--- src/rtl/fpl_pkg.sv ---
// Purpose: shared constants for the flyback protection logic
// Assumes: 100 MHz sys_clk, one switching cycle marked by an end pulse
// Notes: analogue thresholds arrive as comparator outputs
package fpl_pkg;

    // ------------------------------------------------------------
    // clock and pfc hysteresis timing
    // ------------------------------------------------------------
    localparam int CLK_KHZ = 100000;
    localparam int PFC_ON_KHZ = 86;
    localparam int PFC_OFF_KHZ = 48;
    // longest period that still enables: round down
    localparam int PFC_ON_CYC = CLK_KHZ / PFC_ON_KHZ;
    // shortest period that disables: round up
    localparam int PFC_OFF_CYC = (CLK_KHZ + PFC_OFF_KHZ - 1) / PFC_OFF_KHZ;
    localparam int PERIOD_W = 12;

    // ------------------------------------------------------------
    // synchronised comparator inputs (bit positions)
    // ------------------------------------------------------------
    localparam int PIN_N = 7;
    localparam int PIN_CTRL_GND = 0;
    localparam int PIN_CTRL_2V5 = 1;
    localparam int PIN_CTRL_4V5 = 2;
    localparam int PIN_AUX_OVP = 3;
    localparam int PIN_VCC_UVLO = 4;
    localparam int PIN_VCC_START = 5;
    localparam int PIN_MAINS_RST = 6;

    // ------------------------------------------------------------
    // overvoltage filter
    // ------------------------------------------------------------
    localparam int OVP_CNT_W = 4;
    localparam logic [OVP_CNT_W-1:0] OVP_CNT_RESET = 4'h0;
    localparam logic [OVP_CNT_W-1:0] OVP_CNT_UP = 4'h1;
    localparam logic [OVP_CNT_W-1:0] OVP_CNT_DOWN = 4'h2;
    localparam logic [OVP_CNT_W-1:0] OVP_CNT_TRIP = 4'h8;
    localparam int INTEG_W = 6;
    localparam logic [INTEG_W-1:0] INTEG_RESET = 6'h00;
    localparam logic [INTEG_W-1:0] INTEG_TRIP = 6'h08;

    // ------------------------------------------------------------
    // overpower limit (aux current code to peak limit code)
    // ------------------------------------------------------------
    localparam int CODE_W = 8;
    localparam logic [CODE_W-1:0] OPP_START_CODE = 8'h20;
    localparam logic [CODE_W-1:0] OPP_SLOPE = 8'h01;
    localparam logic [CODE_W-1:0] LIMIT_MAX = 8'hc0;
    localparam logic [CODE_W-1:0] LIMIT_MIN = 8'h40;

    typedef enum logic [3:0] {
        ST_WAIT    = 4'b0001,
        ST_RUN     = 4'b0010,
        ST_RESTART = 4'b0100,
        ST_LATCH   = 4'b1000
    } fpl_state_t;

endpackage

--- src/rtl/fpl_cyc_if.sv ---
// Purpose: per-cycle stroke timing and sense data to the helper blocks
// Assumes: all signals on sys_clk
// Notes: driven by the protection top only
`timescale 1ns/100ps
interface fpl_cyc_if;
    import fpl_pkg::*;
    logic cycle_tick;
    logic primary;
    logic secondary;
    logic ovp_raw;
    logic clear;
    logic [CODE_W-1:0] aux_code;
    modport src (output cycle_tick, primary, secondary, ovp_raw, clear, aux_code);
    modport snk (input cycle_tick, primary, secondary, ovp_raw, clear, aux_code);
endinterface

--- src/rtl/fpl_opp_limit.sv ---
// Purpose: peak current limit lowered by mains voltage sensed on aux pin
// Assumes: aux_code is valid while primary stroke is high
// Notes: sample taken on the last cycle of the primary stroke
`timescale 1ns/100ps
module fpl_opp_limit
    import fpl_pkg::*;
(
    input wire logic sys_clk, // system clock
    input wire logic reset, // sync reset, high
    fpl_cyc_if.snk cyc, // stroke timing and aux code
    output logic [CODE_W-1:0] peak_limit // peak current limit code
);

    logic primary_d;
    logic [CODE_W-1:0] sample;
    wire primary_end = primary_d && !cyc.primary;
    wire [CODE_W-1:0] excess = (sample > OPP_START_CODE) ? sample - OPP_START_CODE : 8'h00;
    wire [2*CODE_W-1:0] reduce = excess * OPP_SLOPE;
    wire [CODE_W-1:0] span = LIMIT_MAX - LIMIT_MIN;
    wire [CODE_W-1:0] next_limit = (reduce >= {8'h00, span}) ? LIMIT_MIN : LIMIT_MAX - reduce[CODE_W-1:0];

    always_ff @(posedge sys_clk) begin
        if (reset) begin
            primary_d <= 1'b0;
            sample <= 8'h00;
            peak_limit <= LIMIT_MAX;
        end else begin
            primary_d <= cyc.primary;
            if (cyc.primary) begin
                sample <= cyc.aux_code;
            end
            peak_limit <= next_limit;
        end
    end

    AST_OPP_BOUND: assert property (@(posedge sys_clk) disable iff (reset)
        primary_end ##1 1'b1 |=> peak_limit <= LIMIT_MAX && peak_limit >= LIMIT_MIN
        && (($past(sample, 1) > OPP_START_CODE + span) -> peak_limit == LIMIT_MIN))
        else $error("peak limit out of range after primary stroke");

endmodule

--- src/rtl/fpl_ovp_filter.sv ---
// Purpose: integrator and up-down event counter for output overvoltage
// Assumes: cycle_tick marks the end of one switching cycle
// Notes: counter saturates at the trip value
`timescale 1ns/100ps
module fpl_ovp_filter
    import fpl_pkg::*;
(
    input wire logic sys_clk, // system clock
    input wire logic reset, // sync reset, high
    fpl_cyc_if.snk cyc, // stroke timing
    output logic [OVP_CNT_W-1:0] ovp_count, // event counter
    output logic ovp_event, // last cycle saw overvoltage
    output logic ovp_trip // counter reached trip
);

    logic [INTEG_W-1:0] integ;
    logic [INTEG_W-1:0] next_integ;
    logic [OVP_CNT_W-1:0] next_count;
    wire event_now = integ >= INTEG_TRIP;
    wire integ_full = integ == {INTEG_W{1'b1}};
    wire integ_zero = integ == INTEG_RESET;

    // ------------------------------------------------------------
    // integrator: only the secondary stroke counts
    // ------------------------------------------------------------
    assign next_integ = (cyc.clear || cyc.cycle_tick) ? INTEG_RESET :
                        !cyc.secondary ? integ :
                        (cyc.ovp_raw && !integ_full) ? integ + 6'h01 :
                        (!cyc.ovp_raw && !integ_zero) ? integ - 6'h01 : integ;

    assign next_count = cyc.clear ? OVP_CNT_RESET :
                        !cyc.cycle_tick ? ovp_count :
                        event_now ? ((ovp_count >= OVP_CNT_TRIP) ? OVP_CNT_TRIP : ovp_count + OVP_CNT_UP) :
                        (ovp_count >= OVP_CNT_DOWN) ? ovp_count - OVP_CNT_DOWN : OVP_CNT_RESET;

    assign ovp_trip = ovp_count >= OVP_CNT_TRIP;

    always_ff @(posedge sys_clk) begin
        if (reset) begin
            integ <= INTEG_RESET;
            ovp_count <= OVP_CNT_RESET;
            ovp_event <= 1'b0;
        end else begin
            integ <= next_integ;
            ovp_count <= next_count;
            if (cyc.cycle_tick) begin
                ovp_event <= event_now;
            end
        end
    end

    AST_OVP_EVENT: assert property (@(posedge sys_clk) disable iff (reset)
        cyc.cycle_tick && !cyc.clear |=> ovp_event == $past(event_now))
        else $error("overvoltage event flag mismatch");
    AST_OVP_UP: assert property (@(posedge sys_clk) disable iff (reset)
        cyc.cycle_tick && !cyc.clear && event_now && ovp_count < OVP_CNT_TRIP
        |=> ovp_count == $past(ovp_count) + OVP_CNT_UP)
        else $error("counter did not step up by one");
    AST_OVP_DOWN: assert property (@(posedge sys_clk) disable iff (reset)
        cyc.cycle_tick && !cyc.clear && !event_now
        |=> ovp_count == (($past(ovp_count) >= OVP_CNT_DOWN) ? $past(ovp_count) - OVP_CNT_DOWN : OVP_CNT_RESET))
        else $error("counter did not step down by two");

endmodule

--- src/rtl/fpl_protect.sv ---
// Purpose: flyback protection top: control pin, overvoltage latch, overpower limit
// Assumes: comparator outputs are asynchronous; stroke strobes are on sys_clk
// Notes: latch only clears on the mains reset detector
`timescale 1ns/100ps

module fpl_protect
    import fpl_pkg::*;
(
    input wire logic sys_clk, // system clock
    input wire logic reset, // sync reset, high
    input wire logic [PIN_N-1:0] pin_cmp, // async comparator outputs
    input wire logic cycle_tick, // end of switching cycle pulse
    input wire logic primary_stroke, // primary stroke level
    input wire logic secondary_stroke, // secondary stroke level
    input wire logic max_on_time_hit, // on-time limit reached pulse
    input wire logic [CODE_W-1:0] aux_current_code, // aux pin current code
    input wire logic latch_variant, // high: control fault latches
    output logic flyback_enable, // flyback may switch
    output logic pfc_enable, // pfc may switch
    output logic ctrl_pullup_enable, // resistive pull-up on control pin
    output logic ctrl_csrc_enable, // current source on control pin
    output logic ctrl_pulldown, // pull-down switch on control pin
    output logic protect_latched, // protection latch
    output logic safe_restart, // in safe restart
    output logic [CODE_W-1:0] peak_limit, // peak current limit code
    output logic [OVP_CNT_W-1:0] ovp_count // overvoltage event counter
);

    // ------------------------------------------------------------
    // pin synchronisers
    // ------------------------------------------------------------
    logic [PIN_N-1:0] pin_meta;
    logic [PIN_N-1:0] pin_sync;

    always_ff @(posedge sys_clk) begin
        if (reset) begin
            pin_meta <= '0;
            pin_sync <= '0;
        end else begin
            pin_meta <= pin_cmp;
            pin_sync <= pin_meta;
        end
    end

    wire ctrl_gnd = pin_sync[PIN_CTRL_GND];
    wire ctrl_2v5 = pin_sync[PIN_CTRL_2V5];
    wire ctrl_fault = pin_sync[PIN_CTRL_4V5];
    wire vcc_uvlo = pin_sync[PIN_VCC_UVLO];
    wire vcc_start = pin_sync[PIN_VCC_START];
    wire mains_reset = pin_sync[PIN_MAINS_RST];

    // ------------------------------------------------------------
    // helper blocks
    // ------------------------------------------------------------
    fpl_state_t state;
    fpl_state_t next_state;
    logic ovp_event;
    logic ovp_trip;
    fpl_cyc_if cyc ();

    assign cyc.cycle_tick = cycle_tick;
    assign cyc.primary = primary_stroke;
    assign cyc.secondary = secondary_stroke;
    assign cyc.ovp_raw = pin_sync[PIN_AUX_OVP];
    assign cyc.aux_code = aux_current_code;
    assign cyc.clear = state != ST_RUN;

    fpl_ovp_filter u_ovp (
        .sys_clk(sys_clk),
        .reset(reset),
        .cyc(cyc),
        .ovp_count(ovp_count),
        .ovp_event(ovp_event),
        .ovp_trip(ovp_trip)
    );

    fpl_opp_limit u_opp (
        .sys_clk(sys_clk),
        .reset(reset),
        .cyc(cyc),
        .peak_limit(peak_limit)
    );

    // ------------------------------------------------------------
    // protection state machine
    // ------------------------------------------------------------
    logic uvlo_seen;
    wire is_run = state == ST_RUN;
    wire ctrl_to_latch = ctrl_fault && latch_variant;

    always_comb begin
        next_state = state;
        unique case (state)
            ST_WAIT: begin
                if (vcc_start) begin
                    next_state = ST_RUN;
                end
            end
            ST_RUN: begin
                if (ovp_trip || ctrl_to_latch) begin
                    next_state = ST_LATCH;
                end else if (ctrl_fault || max_on_time_hit) begin
                    next_state = ST_RESTART;
                end else if (vcc_uvlo) begin
                    next_state = ST_WAIT;
                end
            end
            ST_RESTART: begin
                if (uvlo_seen && vcc_start) begin
                    next_state = ST_RUN;
                end
            end
            ST_LATCH: begin
                if (mains_reset) begin
                    next_state = ST_WAIT;
                end
            end
            default: next_state = ST_WAIT;
        endcase
    end

    always_ff @(posedge sys_clk) begin
        if (reset) begin
            state <= ST_WAIT;
            uvlo_seen <= 1'b0;
        end else begin
            state <= next_state;
            // one full undervoltage-to-start cycle before retry
            uvlo_seen <= (state == ST_RESTART) && (uvlo_seen || vcc_uvlo);
        end
    end

    assign protect_latched = state == ST_LATCH;
    assign safe_restart = state == ST_RESTART;

    // ------------------------------------------------------------
    // control pin handling
    // ------------------------------------------------------------
    // grounded pin only parks the flyback; it is not a fault
    assign flyback_enable = is_run && !ctrl_gnd && !ctrl_fault && !ovp_trip;
    assign ctrl_pullup_enable = !ctrl_2v5;
    assign ctrl_csrc_enable = ctrl_2v5;
    assign ctrl_pulldown = !flyback_enable;

    // ------------------------------------------------------------
    // pfc enable with frequency hysteresis
    // ------------------------------------------------------------
    logic [PERIOD_W-1:0] period_cnt;
    logic [PERIOD_W-1:0] next_period;
    logic pfc_on;
    wire period_max = period_cnt == {PERIOD_W{1'b1}};
    // at the tick the counter holds one less than the period length
    wire freq_high = period_cnt < PERIOD_W'(PFC_ON_CYC);
    wire freq_low = period_cnt >= PERIOD_W'(PFC_OFF_CYC - 1);

    // counter saturates: very slow cycles simply read as low frequency
    assign next_period = cycle_tick ? '0 : (period_max ? period_cnt : period_cnt + 12'h001);

    always_ff @(posedge sys_clk) begin
        if (reset) begin
            period_cnt <= '0;
            pfc_on <= 1'b0;
        end else begin
            period_cnt <= next_period;
            if (!is_run) begin
                pfc_on <= 1'b0;
            end else if (cycle_tick && freq_high) begin
                pfc_on <= 1'b1;
            end else if (cycle_tick && freq_low) begin
                pfc_on <= 1'b0;
            end
        end
    end

    assign pfc_enable = pfc_on && is_run && !ctrl_fault && !ovp_trip;

    // ------------------------------------------------------------
    // checks
    // ------------------------------------------------------------
    AST_GND_INHIBIT: assert property (@(posedge sys_clk) disable iff (reset)
        ctrl_gnd |-> !flyback_enable && (is_run -> !protect_latched))
        else $error("flyback enabled with grounded control pin");
    AST_PULLUP_SWAP: assert property (@(posedge sys_clk) disable iff (reset)
        $rose(pin_meta[PIN_CTRL_2V5]) |=> !ctrl_pullup_enable && ctrl_csrc_enable)
        else $error("pull-up not swapped for current source");
    AST_CTRL_FAULT: assert property (@(posedge sys_clk) disable iff (reset)
        is_run && ctrl_fault |-> !flyback_enable && !pfc_enable
        ##1 (latch_variant ? protect_latched : safe_restart) || $past(ovp_trip))
        else $error("control pin fault not handled");
    AST_PULLDOWN: assert property (@(posedge sys_clk) disable iff (reset)
        !is_run |-> ctrl_pulldown && !flyback_enable)
        else $error("control pin not pulled down while disabled");
    AST_LATCH_ON_8: assert property (@(posedge sys_clk) disable iff (reset)
        is_run && ovp_count == OVP_CNT_TRIP |-> !flyback_enable && !pfc_enable ##1 protect_latched)
        else $error("counter at eight did not latch");
    AST_LATCH_HOLD: assert property (@(posedge sys_clk) disable iff (reset)
        protect_latched && !mains_reset |=> protect_latched)
        else $error("latch left without mains reset");
    AST_PFC_ON: assert property (@(posedge sys_clk) disable iff (reset)
        is_run && cycle_tick && period_cnt < PERIOD_W'(PFC_ON_CYC) ##1 is_run |-> pfc_on)
        else $error("pfc not enabled at high frequency");
    AST_PFC_OFF: assert property (@(posedge sys_clk) disable iff (reset)
        cycle_tick && period_cnt >= PERIOD_W'(PFC_OFF_CYC - 1) |=> !pfc_enable)
        else $error("pfc not disabled at low frequency");
    AST_ON_TIME: assert property (@(posedge sys_clk) disable iff (reset)
        is_run && max_on_time_hit && !ovp_trip && !ctrl_to_latch |=> safe_restart)
        else $error("on-time limit did not restart");
    AST_RESTART_CLR: assert property (@(posedge sys_clk) disable iff (reset)
        safe_restart ##1 safe_restart |-> ovp_count == OVP_CNT_RESET && !flyback_enable)
        else $error("restart did not clear counter");

endmodule

--- config.mk ---
export PLATFORM = sky130hd
export DESIGN_NAME = fpl_protect
export DESIGN_NICKNAME = d
export VERILOG_FILES = /design/src/rtl/fpl_pkg.sv /design/src/rtl/fpl_cyc_if.sv /design/src/rtl/fpl_opp_limit.sv /design/src/rtl/fpl_ovp_filter.sv /design/src/rtl/fpl_protect.sv
export SDC_FILE = /design/constraint.sdc
export NUM_CORES = 1
export LEC_CHECK = 0
export ABC_AREA = 1
export BUFFER_PORTS_ARGS = -buffer_cell sky130_fd_sc_hd__buf_2
export CORE_AREA = 2 2 93 95
export CTS_BUF_LIST = sky130_fd_sc_hd__clkbuf_4
export CTS_CLUSTER_SIZE = 8
export DETAILED_ROUTE_END_ITERATION = 6
export DIE_AREA = 0 0 95 97
export PLACE_DENSITY_LB_ADDON = 0.25
export SLEW_MARGIN = 10
export SYNTH_ARGS = -nofsm -noshare
export SYNTH_HDL_FRONTEND = slang
export SYNTH_SLANG_ARGS = --single-unit
--- constraint.sdc ---
create_clock -name sys_clk -period 2.7 [get_ports sys_clk]
set_input_delay 0 -clock sys_clk [delete_from_list [all_inputs] [get_ports sys_clk]]
set_output_delay 0 -clock sys_clk [all_outputs]
set_load 0.05 [all_outputs]
==> impl_metrics.yaml, run 1 <==
run_status:
  status: "finished clean"
sta:
  tightest_slew_ps: 390
  holdWs_ps: 62.3
  post-route-period-util: 0.750
  fin_crit_ps: 2020
  clock_skew_ps: 16.4
  hold_viol: 0
  finalSetupTns_ps: 0
  maxSlewHeadroom: 0.739
  finalMaxSlewViolations: 0
  rsz0062_at_grt: "no"
  finalSetupViolCount: 0
  fmax_mhz: 494
final_layout:
  insertedDiodeCount: 0
  syn2layout_area_growth_pct: 27.8
  drive_gt1_frac: 0.148
  final_common_cell: "dfxtp_1"
  fin_nets: 490
  final_cell_mix: "58 x dfxtp_1, 57 x nand2_1, 56 x inv_1, 56 x nor2_1, 40 x buf_2"
routing:
  vias: 2561
  detail_route.wl_per_cell_um: 11.0
  vias_per_cell: 4.53
  drt_pass1_iterations: 4
  totalWireLength_um: 6220
  drc: 0
  drt_first_iter_violations: 72
  ant_nets: 0
hold_path:
  hold_depth: 3
  min_to: "u_opp.sample[3]"
  hold_path_class: "in2reg"
  min_from: "primary_stroke"
synthesis:
  synth_fp_nets: 415
  netlist_area_sq_um: 2810
  synthCells: 380
  synth-seq-area-share: 0.414
  yosysUniqueCellTypes: 35
  avgSynthCellArea_sq_um: 7.39
  yosysWarnings: 0
  ys_ff_latch: 58
place:
  port_buffers: 40
  gp_congestion: 0.869
  dp_hpwl_um: 4450
critical_path:
  r2r_start: "u_ovp.integ[0]"
  r2r_slack_ps: 680
  crit_buf_inv: 2
  cp_slowest_cell: "dfxtp_1"
  reg2reg_depth: 14
  cp_top_family: "simple AND/OR/NAND/NOR gates"
  r2r_end: "u_ovp.integ[5]"
  cp-start-kind: "register"
  cp_slowest_stage_delay_ps: 460
  cp_max_fo: 7
  critical_path_class: "reg2reg"
  cp_cell_sequence: "nand2_1 > nor2_1 > nand2_1 > nand2_1 > ha_1 > inv_1 > nand2_1 > nand3_1 > nand2_1 > nand2_1 > nand3_1 > nand2_1 > inv_1 > nor2_1"
  cpMostUsedCell: "nand2_1"
  cp_data_arrival_time_ps: 2360
  end_kind: "register"
  critPathRequiredTime_ps: 3040
clocking:
  ctsHtreeMaxLevel: 3
  ctsResizeCount: 0
  root_buffer: "clkbuf_4"
  cts.sinks: 58
  clock_latency_ps: 400
  cts_max_path_buffers: 2
  cts_tree: "built"
  clkSlewWorstSetupHoldPaths_ps: 110
  cts_setup_buffers: 0
  cts_inserted_buffers: 9
pwr:
  intPower_mw: 1.51
  power_leakage_nw: 1.66
  combPwrFrac: 0.176
  power_frac_seq: 0.446
  peakVddDrop_mv: 0.254
  swShare: 0.280
  power.switching_uw: 589
  power.density_nw_per_um2: 586
  clkPwrFrac: 0.378
floorplan:
  die_h_um: 97
  die_width_um: 95
  dieArea_sq_um: 9220
  start_util: 0.345
  ioPinCount: 41
  coreArea_sq_um: 8130
  std_cell_rows: 33
flow_run:
  drv_cap: 0
global_routing:
  grt_pass1_wl_um: 10500
  antenna_found_initial: 0
  grtUsageTotal: 0.144
  grt_pass1_vias: 2445
  grt_max_degree: 20
  overflow: 0
synthesized netlist by cell type:
cell	instances	share of area
a211oi_1	1	0.0027
a21boi_0	1	0.0027
a21oi_1	29	0.052
a31oi_1	2	0.0045
buf_2	2	0.0036
clkbuf_1	3	0.0040
dfxtp_1	58	0.41
fa_1	1	0.0071
ha_1	12	0.053
inv_1	56	0.075
inv_2	2	0.0027
inv_4	1	0.0022
mux2i_1	1	0.0036
nand2_1	57	0.076
nand2_2	2	0.0045
nand2_4	1	0.0040
nand3_1	19	0.034
nand3_2	2	0.0071
nand3b_1	4	0.011
nand4_1	9	0.020
nor2_1	56	0.075
nor2_4	2	0.0080
nor2_8	1	0.0071
nor3_1	8	0.014
nor3_2	1	0.0036
nor4_1	1	0.0022
o211ai_1	1	0.0027
o21a_1	1	0.0027
o21ai_0	27	0.048
o21ai_1	2	0.0036
or2_0	1	0.0022
or2_1	1	0.0022
or2_2	2	0.0045
xnor2_1	3	0.0094
xor2_1	10	0.031
power by group through the flow:
stage,clock (mW),combinational (mW),sequential (mW)
after floorplan,0,0.210,1.00
after global placement,0,0.332,0.956
after detailed placement,0,0.337,0.957
after CTS,0.819,0.371,0.937
after global routing,0.861,0.418,0.944
final,0.794,0.370,0.937
stage by stage:
stage                util  setup slack, ps  area (sq um)  cells  total power, mW
finish              0.441              676          3590    565             2.10
global route        0.441              436          3590    565             2.22
CTS                 0.441              677          3590    565             2.13
detailed placement  0.383              709          3120    520             1.29
global placement    0.383              796          3120    520             1.29
floorplan               -              238          2810    380             1.21
state kept, by name, summed over array words and instances, names as in the netlist:
register and flops:
period_cnt 12, pfc_on 1, pin_meta 7, pin_sync 7, state 4, u_opp.peak_limit 8
u_opp.sample 8, u_ovp.integ 6, u_ovp.ovp_count 4, uvlo_seen 1
layout make-up:
class	instances	area (sq um)
Timing Repair Buffer	69	490
Multi-Input combinational cell	258	1400
Sequential cell	58	1160
Fill cell	835	4550
Clock buffer	10	75.1
Clock inverter	6	105
Tap cell	105	131
Inverter	59	224
cells by family after synthesis:
group | share of synthesized area
multiplexers | 0.00357
buffers and inverters | 0.0874
flip-flops | 0.414
AND/OR/NAND/NOR | 0.276
AO/OA/AOI/OAI | 0.119
XOR/XNOR | 0.0406
adder cells (fa/ha/maj) | 0.0606
worst max path at each step:
stage                     slack, ps               start        endpoint  depth (start not counted)
after floorplan                 240  u_ovp.ovp_count[3]   ctrl_pulldown                          4
after global placement          800      u_ovp.integ[0]  u_ovp.integ[5]                         14
after detailed placement        710      u_ovp.integ[0]  u_ovp.integ[5]                         14
after CTS                       680      u_ovp.integ[0]  u_ovp.integ[5]                         14
after global routing            440      u_ovp.integ[0]  u_ovp.integ[5]                         14
final                           680      u_ovp.integ[0]  u_ovp.integ[5]                         14
routing by layer:
layer  part of all wire  GRT usage  vias to the layer above  routed length, um
li1                   -          -                     1378                  -
met1               0.49      0.183                     1139               3060
met2               0.46      0.229                       36               2850
met3              0.038     0.0436                        8                236
met4              0.013     0.0502                        0                 81
met5                  0          0                        -                  0
worst register-to-register path, cell delays in order, from the launching register on:
cell     delay (ps)
dfxtp_1         460
nand2_1          80
nor2_1          140
nand2_1          80
nand2_1         220
ha_1            320
inv_1            70
nand2_1          70
nand3_1         100
nand2_1          70
nand2_1          90
nand3_1          90
nand2_1          70
inv_1            40
nor2_1           80
timing repair:
action,4_1_cts,5_1_grt
hold buffers,29,0
setup endpoints to repair,0,0
endpoints found under the hold margin,27,0
(Power assumes the default switching activity.)
==> inputs of run 2 (changes only) <==
==> constraint.sdc (replaced) <==
create_clock -name sys_clk -period 1.95 [get_ports sys_clk]
set_input_delay 0 -clock sys_clk [delete_from_list [all_inputs] [get_ports sys_clk]]
set_output_delay 0 -clock sys_clk [all_outputs]
set_load 0.05 [all_outputs]
==> impl_metrics.yaml, run 2 (synthesized netlist as in run 1, its figures left out) <==
run_status:
  status: "finished clean"
routing:
  drt-met1-wl_um: 2990
  detail_route.wl_per_cell_um: 10.8
  vias: 2595
  highest_layer: "met4"
  drc: 0
  drt_first_iter_violations: 83
  drt_pass1_iterations: 5
  vias_per_cell: 4.58
  ant_nets: 0
  totalWireLength_um: 6120
  met3_wirelength_um: 239
  wl_met2_um: 2760
sta:
  setup_ws_ps: 144
  holdWs_ps: 63.0
  finalSetupViolCount: 0
  fin_crit_ps: 1810
  finalMaxSlewViolations: 0
  tightest_slew_ps: 386
  hold_viol: 0
  clock_skew_ps: 14.6
  fmax_mhz: 554
  maxSlewHeadroom: 0.743
  post-route-period-util: 0.926
final_layout:
  final_util: 0.440
  largest_register_ffs: 12
  instances_no_fill: 566
  syn2layout_area_growth_pct: 27.6
  fin_nets: 491
  top_register: "period_cnt"
  drive_gt1_frac: 0.178
  final_common_cell: "inv_1"
  reg_top3: "period_cnt x12, u_opp.peak_limit x8, u_opp.sample x8"
  final_cell_mix: "56 x inv_1, 55 x nor2_1, 55 x dfxtp_1"
  insertedDiodeCount: 0
  fillerInstances: 795
  postLayoutCellArea_sq_um: 3580
critical_path:
  cp-start-kind: "register"
  critPathRequiredTime_ps: 2270
  cpMostUsedCell: "nand2_1"
  end_kind: "register"
  cp_slowest_cell: "dfxtp_4"
  cp_cell_sequence: "nand2_1 > nor2_2 > nand2_2 > nand2_4 > ha_1 > inv_1 > nand2_1 > nand3_2 > nand2_2 > nand2_1 > nand3_1 > nand2_1 > inv_1 > nor2_1"
  cp_data_arrival_time_ps: 2130
  critical_path_class: "reg2reg"
  cp_max_fo: 6
  cp_slowest_stage_delay_ps: 380
clocking:
  cts_inserted_buffers: 9
  clkSlewWorstSetupHoldPaths_ps: 100
  root_buffer: "clkbuf_4"
  clock_latency_ps: 380
  cts.sinks: 58
  cts_max_path_buffers: 2
  ctsHtreeMaxLevel: 3
  cts_tree: "built"
floorplan:
  std_cell_rows: 33
  start_util: 0.345
  ioPinCount: 41
  dieArea_sq_um: 9220
  coreArea_sq_um: 8130
  die_width_um: 95
  die_h_um: 97
place:
  port_buffers: 40
  preCtsSetupSlack_ps: 44.2
  dp_cells: 523
  gp_congestion: 0.876
  dpl_cell_area_sq_um: 3140
  dp_hpwl_um: 4200
pwr:
  power.density_nw_per_um2: 734
  peakVddDrop_mv: 0.342
  power_leakage_nw: 1.65
global_routing:
  overflow: 0
  grtUsageTotal: 0.139
  antenna_found_initial: 0
  grt_max_degree: 20
  grt_pass1_vias: 2441
  grt_pass1_wl_um: 10300
flow_run:
  drv_cap: 0
hold_path:
  hold_path_class: "in2reg"
-- run 2: report_power, final --
part / internal, mW / leakage (nW) / total, mW / switching (mW)
sequential: 1.25 / 0.476 / 1.30 / 0.0454
clock: 0.405 / 0.0710 / 0.820 / 0.415
combinational: 0.184 / 1.10 / 0.511 / 0.327
total: 1.84 / 1.65 / 2.63 / 0.788
-- run 2: critical path: cells and delay by family, from the launching register on --
kind                       cells  cell delay, ps
adders and majority gates      1             270
buffers and inverters          2             120
DFF                            1             380
and+or+nand+nor               11            1000
-- run 2: layer usage --
metal	GRT usage	up-vias
met3	0.0350	11
met2	0.215	48
met1	0.177	1155
met5	0	-
li1	-	1381
met4	0.0725	0
-- run 2: worst paths after layout --
check | startpoint | endpoint | slack (ps) | cells past startpoint
min reg2reg | pin_meta[2] | pin_sync[2] | 400 | 2
min | primary_stroke | u_opp.sample[3] | 60 | 3
max | u_ovp.integ[3] | u_ovp.integ[5] | 140 | 14
max reg2reg | u_ovp.integ[3] | u_ovp.integ[5] | 140 | 14
-- run 2: cell type report --
cell class	count	area, sq um	share of cell area
clock buffer	11	82.6	0.0231
clock inverter	5	45.0	0.0126
inverter	59	224	0.0626
multi-input combinational	258	1440	0.403
sequential	58	1170	0.326
tap	105	131	0.0367
timing repair buffer	70	488	0.136
-- run 2: what timing repair did --
| action | in CTS | in global routing |
|---|---|---|
| endpoints found under the setup margin | 0 | 3 |
| setup buffers | 0 | 2 |
| endpoints found under the hold margin | 22 | 0 |
| gates resized for setup | 0 | 12 |
| hold buffers | 25 | 0 |
-- run 2: per-stage QoR --
stage	power, mW	setup TNS, ps
CTS	2.66	0
finish	2.63	0
global route	2.79	-25.0
detailed placement	1.79	0
global placement	1.79	0
floorplan	1.68	0
==> inputs of run 3 (changes only) <==
--- a/config.mk
+++ b/config.mk
@@ -13,6 +13,7 @@
 export DETAILED_ROUTE_END_ITERATION = 6
 export DIE_AREA = 0 0 95 97
 export PLACE_DENSITY_LB_ADDON = 0.25
+export REMOVE_ABC_BUFFERS = 1
 export SLEW_MARGIN = 10
 export SYNTH_ARGS = -nofsm -noshare
 export SYNTH_HDL_FRONTEND = slang
==> impl_metrics.yaml, run 3 (synthesized netlist as in run 1, its figures left out) <==
clocking:
  cts_inserted_buffers: 9
  ctsHtreeMaxLevel: 3
  cts_max_path_buffers: 2
  cts.sinks: 58
  clkSlewWorstSetupHoldPaths_ps: 100
  clock_latency_ps: 380
  cts_tree: "built"
  root_buffer: "clkbuf_4"
final_layout:
  insertedDiodeCount: 0
  largest_register_ffs: 12
  fillerInstances: 819
  top_register: "period_cnt"
  final_common_cell: "inv_1"
  drive_gt1_frac: 0.180
  reg_top3: "period_cnt x12, u_opp.peak_limit x8, u_opp.sample x8"
  postLayoutCellArea_sq_um: 3590
  syn2layout_area_growth_pct: 28.1
  instances_no_fill: 566
  fin_nets: 492
  final_cell_mix: "56 x inv_1, 55 x nand2_1, 55 x nor2_1, 55 x dfxtp_1, 40 x buf_2"
critical_path:
  end_kind: "register"
  cp_top_family: "simple AND/OR/NAND/NOR gates"
  cp_slowest_cell: "fa_1"
  cp_data_arrival_time_ps: 2070
  critical_path_class: "reg2reg"
  cp_slowest_stage_delay_ps: 410
  cpMostUsedCell: "nand2_1"
  crit_buf_inv: 1
  critPathRequiredTime_ps: 2250
  cp_max_fo: 6
  cp-start-kind: "register"
  cp_cell_sequence: "nand2_1 > nor2_2 > nand2_2 > nand2_4 > buf_4 > fa_1 > nand3_1 > nand2_1 > xor2_1 > nand2_1 > a21oi_1"
pwr:
  peakVddDrop_mv: 0.390
  finalPower_mw: 2.59
  power_leakage_nw: 1.65
  power.density_nw_per_um2: 721
sta:
  maxSlewHeadroom: 0.744
  finalMaxSlewViolations: 0
  post-route-period-util: 0.907
  fmax_mhz: 566
  finalSetupViolCount: 0
  setup_ws_ps: 182
  tightest_slew_ps: 381
  fin_crit_ps: 1770
  hold_viol: 0
  clock_skew_ps: 12.0
  holdWs_ps: 76.3
global_routing:
  grt_pass1_vias: 2449
  grt_max_degree: 20
  antenna_found_initial: 0
  grtUsageTotal: 0.140
  grt_pass1_wl_um: 10500
  overflow: 0
run_status:
  status: "finished clean"
floorplan:
  dieArea_sq_um: 9220
  coreArea_sq_um: 8130
  die_width_um: 95
  start_util: 0.345
  std_cell_rows: 33
  ioPinCount: 41
  die_h_um: 97
routing:
  detail_route.wl_per_cell_um: 10.8
  ant_nets: 0
  vias_per_cell: 4.50
  totalWireLength_um: 6110
  drt_first_iter_violations: 123
  drc: 0
  vias: 2546
  drt_pass1_iterations: 4
place:
  port_buffers: 40
  gp_congestion: 0.861
  dp_cells: 522
  dpl_cell_area_sq_um: 3130
  preCtsSetupSlack_ps: 50.7
  dp_hpwl_um: 4250
hold_path:
  hold_path_class: "in2reg"
flow_run:
  drv_cap: 0
[run 3: final timing paths]
check	cells past startpoint	slack (ps)	startpoint	to
hold reg to reg	2	400	pin_meta[5]	pin_sync[5]
hold / removal	3	80	primary_stroke	u_opp.sample[6]
setup reg to reg	11	180	u_ovp.integ[3]	u_ovp.integ[4]
setup / recovery	11	180	u_ovp.integ[3]	u_ovp.integ[4]
[run 3: layout make-up]
| type | count | area [sq um] | share of cell area |
|---|---|---|---|
| inverter | 59 | 224 | 0.0623 |
| clock buffer | 10 | 75.1 | 0.0209 |
| sequential | 58 | 1170 | 0.325 |
| multi-input combinational | 258 | 1460 | 0.405 |
| tap | 105 | 131 | 0.0365 |
| clock inverter | 5 | 46.3 | 0.0129 |
| timing repair buffer | 71 | 493 | 0.137 |
[run 3: worst min-delay path, stage by stage]
cell and delay (ps):
buf_2 100, inv_1 160, a21oi_1 160
[run 3: timing repair]
item,4_1_cts,5_1_grt
endpoints found under the setup margin,0,3
gates resized for setup,0,13
buffers inserted,0,5
hold buffers,24,0
hold endpoints to repair,23,0
[run 3: power by group]
| group | switching [mW] | total [mW] | internal, mW | leakage [nW] |
|---|---|---|---|---|
| Clock | 0.401 | 0.786 | 0.385 | 0.0688 |
| Combinational | 0.329 | 0.514 | 0.184 | 1.10 |
| Sequential | 0.0436 | 1.29 | 1.25 | 0.477 |
| Total | 0.774 | 2.59 | 1.82 | 1.65 |
[run 3: routing by layer]
layer | GRT usage | up-vias | routed length [um]
met5 | 0 | - | 0
met4 | 0.0702 | 0 | 97
met3 | 0.0288 | 9 | 206
met2 | 0.215 | 48 | 2810
met1 | 0.183 | 1108 | 2990
li1 | - | 1381 | -
[run 3: per-stage QoR]
stage / TNS [ps] / util
6_report: 0 / 0.442
5_1_grt: -6.71 / 0.442
4_1_cts: 0 / 0.429
3_5_place_dp: 0 / 0.385
3_3_place_gp: 0 / 0.385
2_1_floorplan: -512 / -
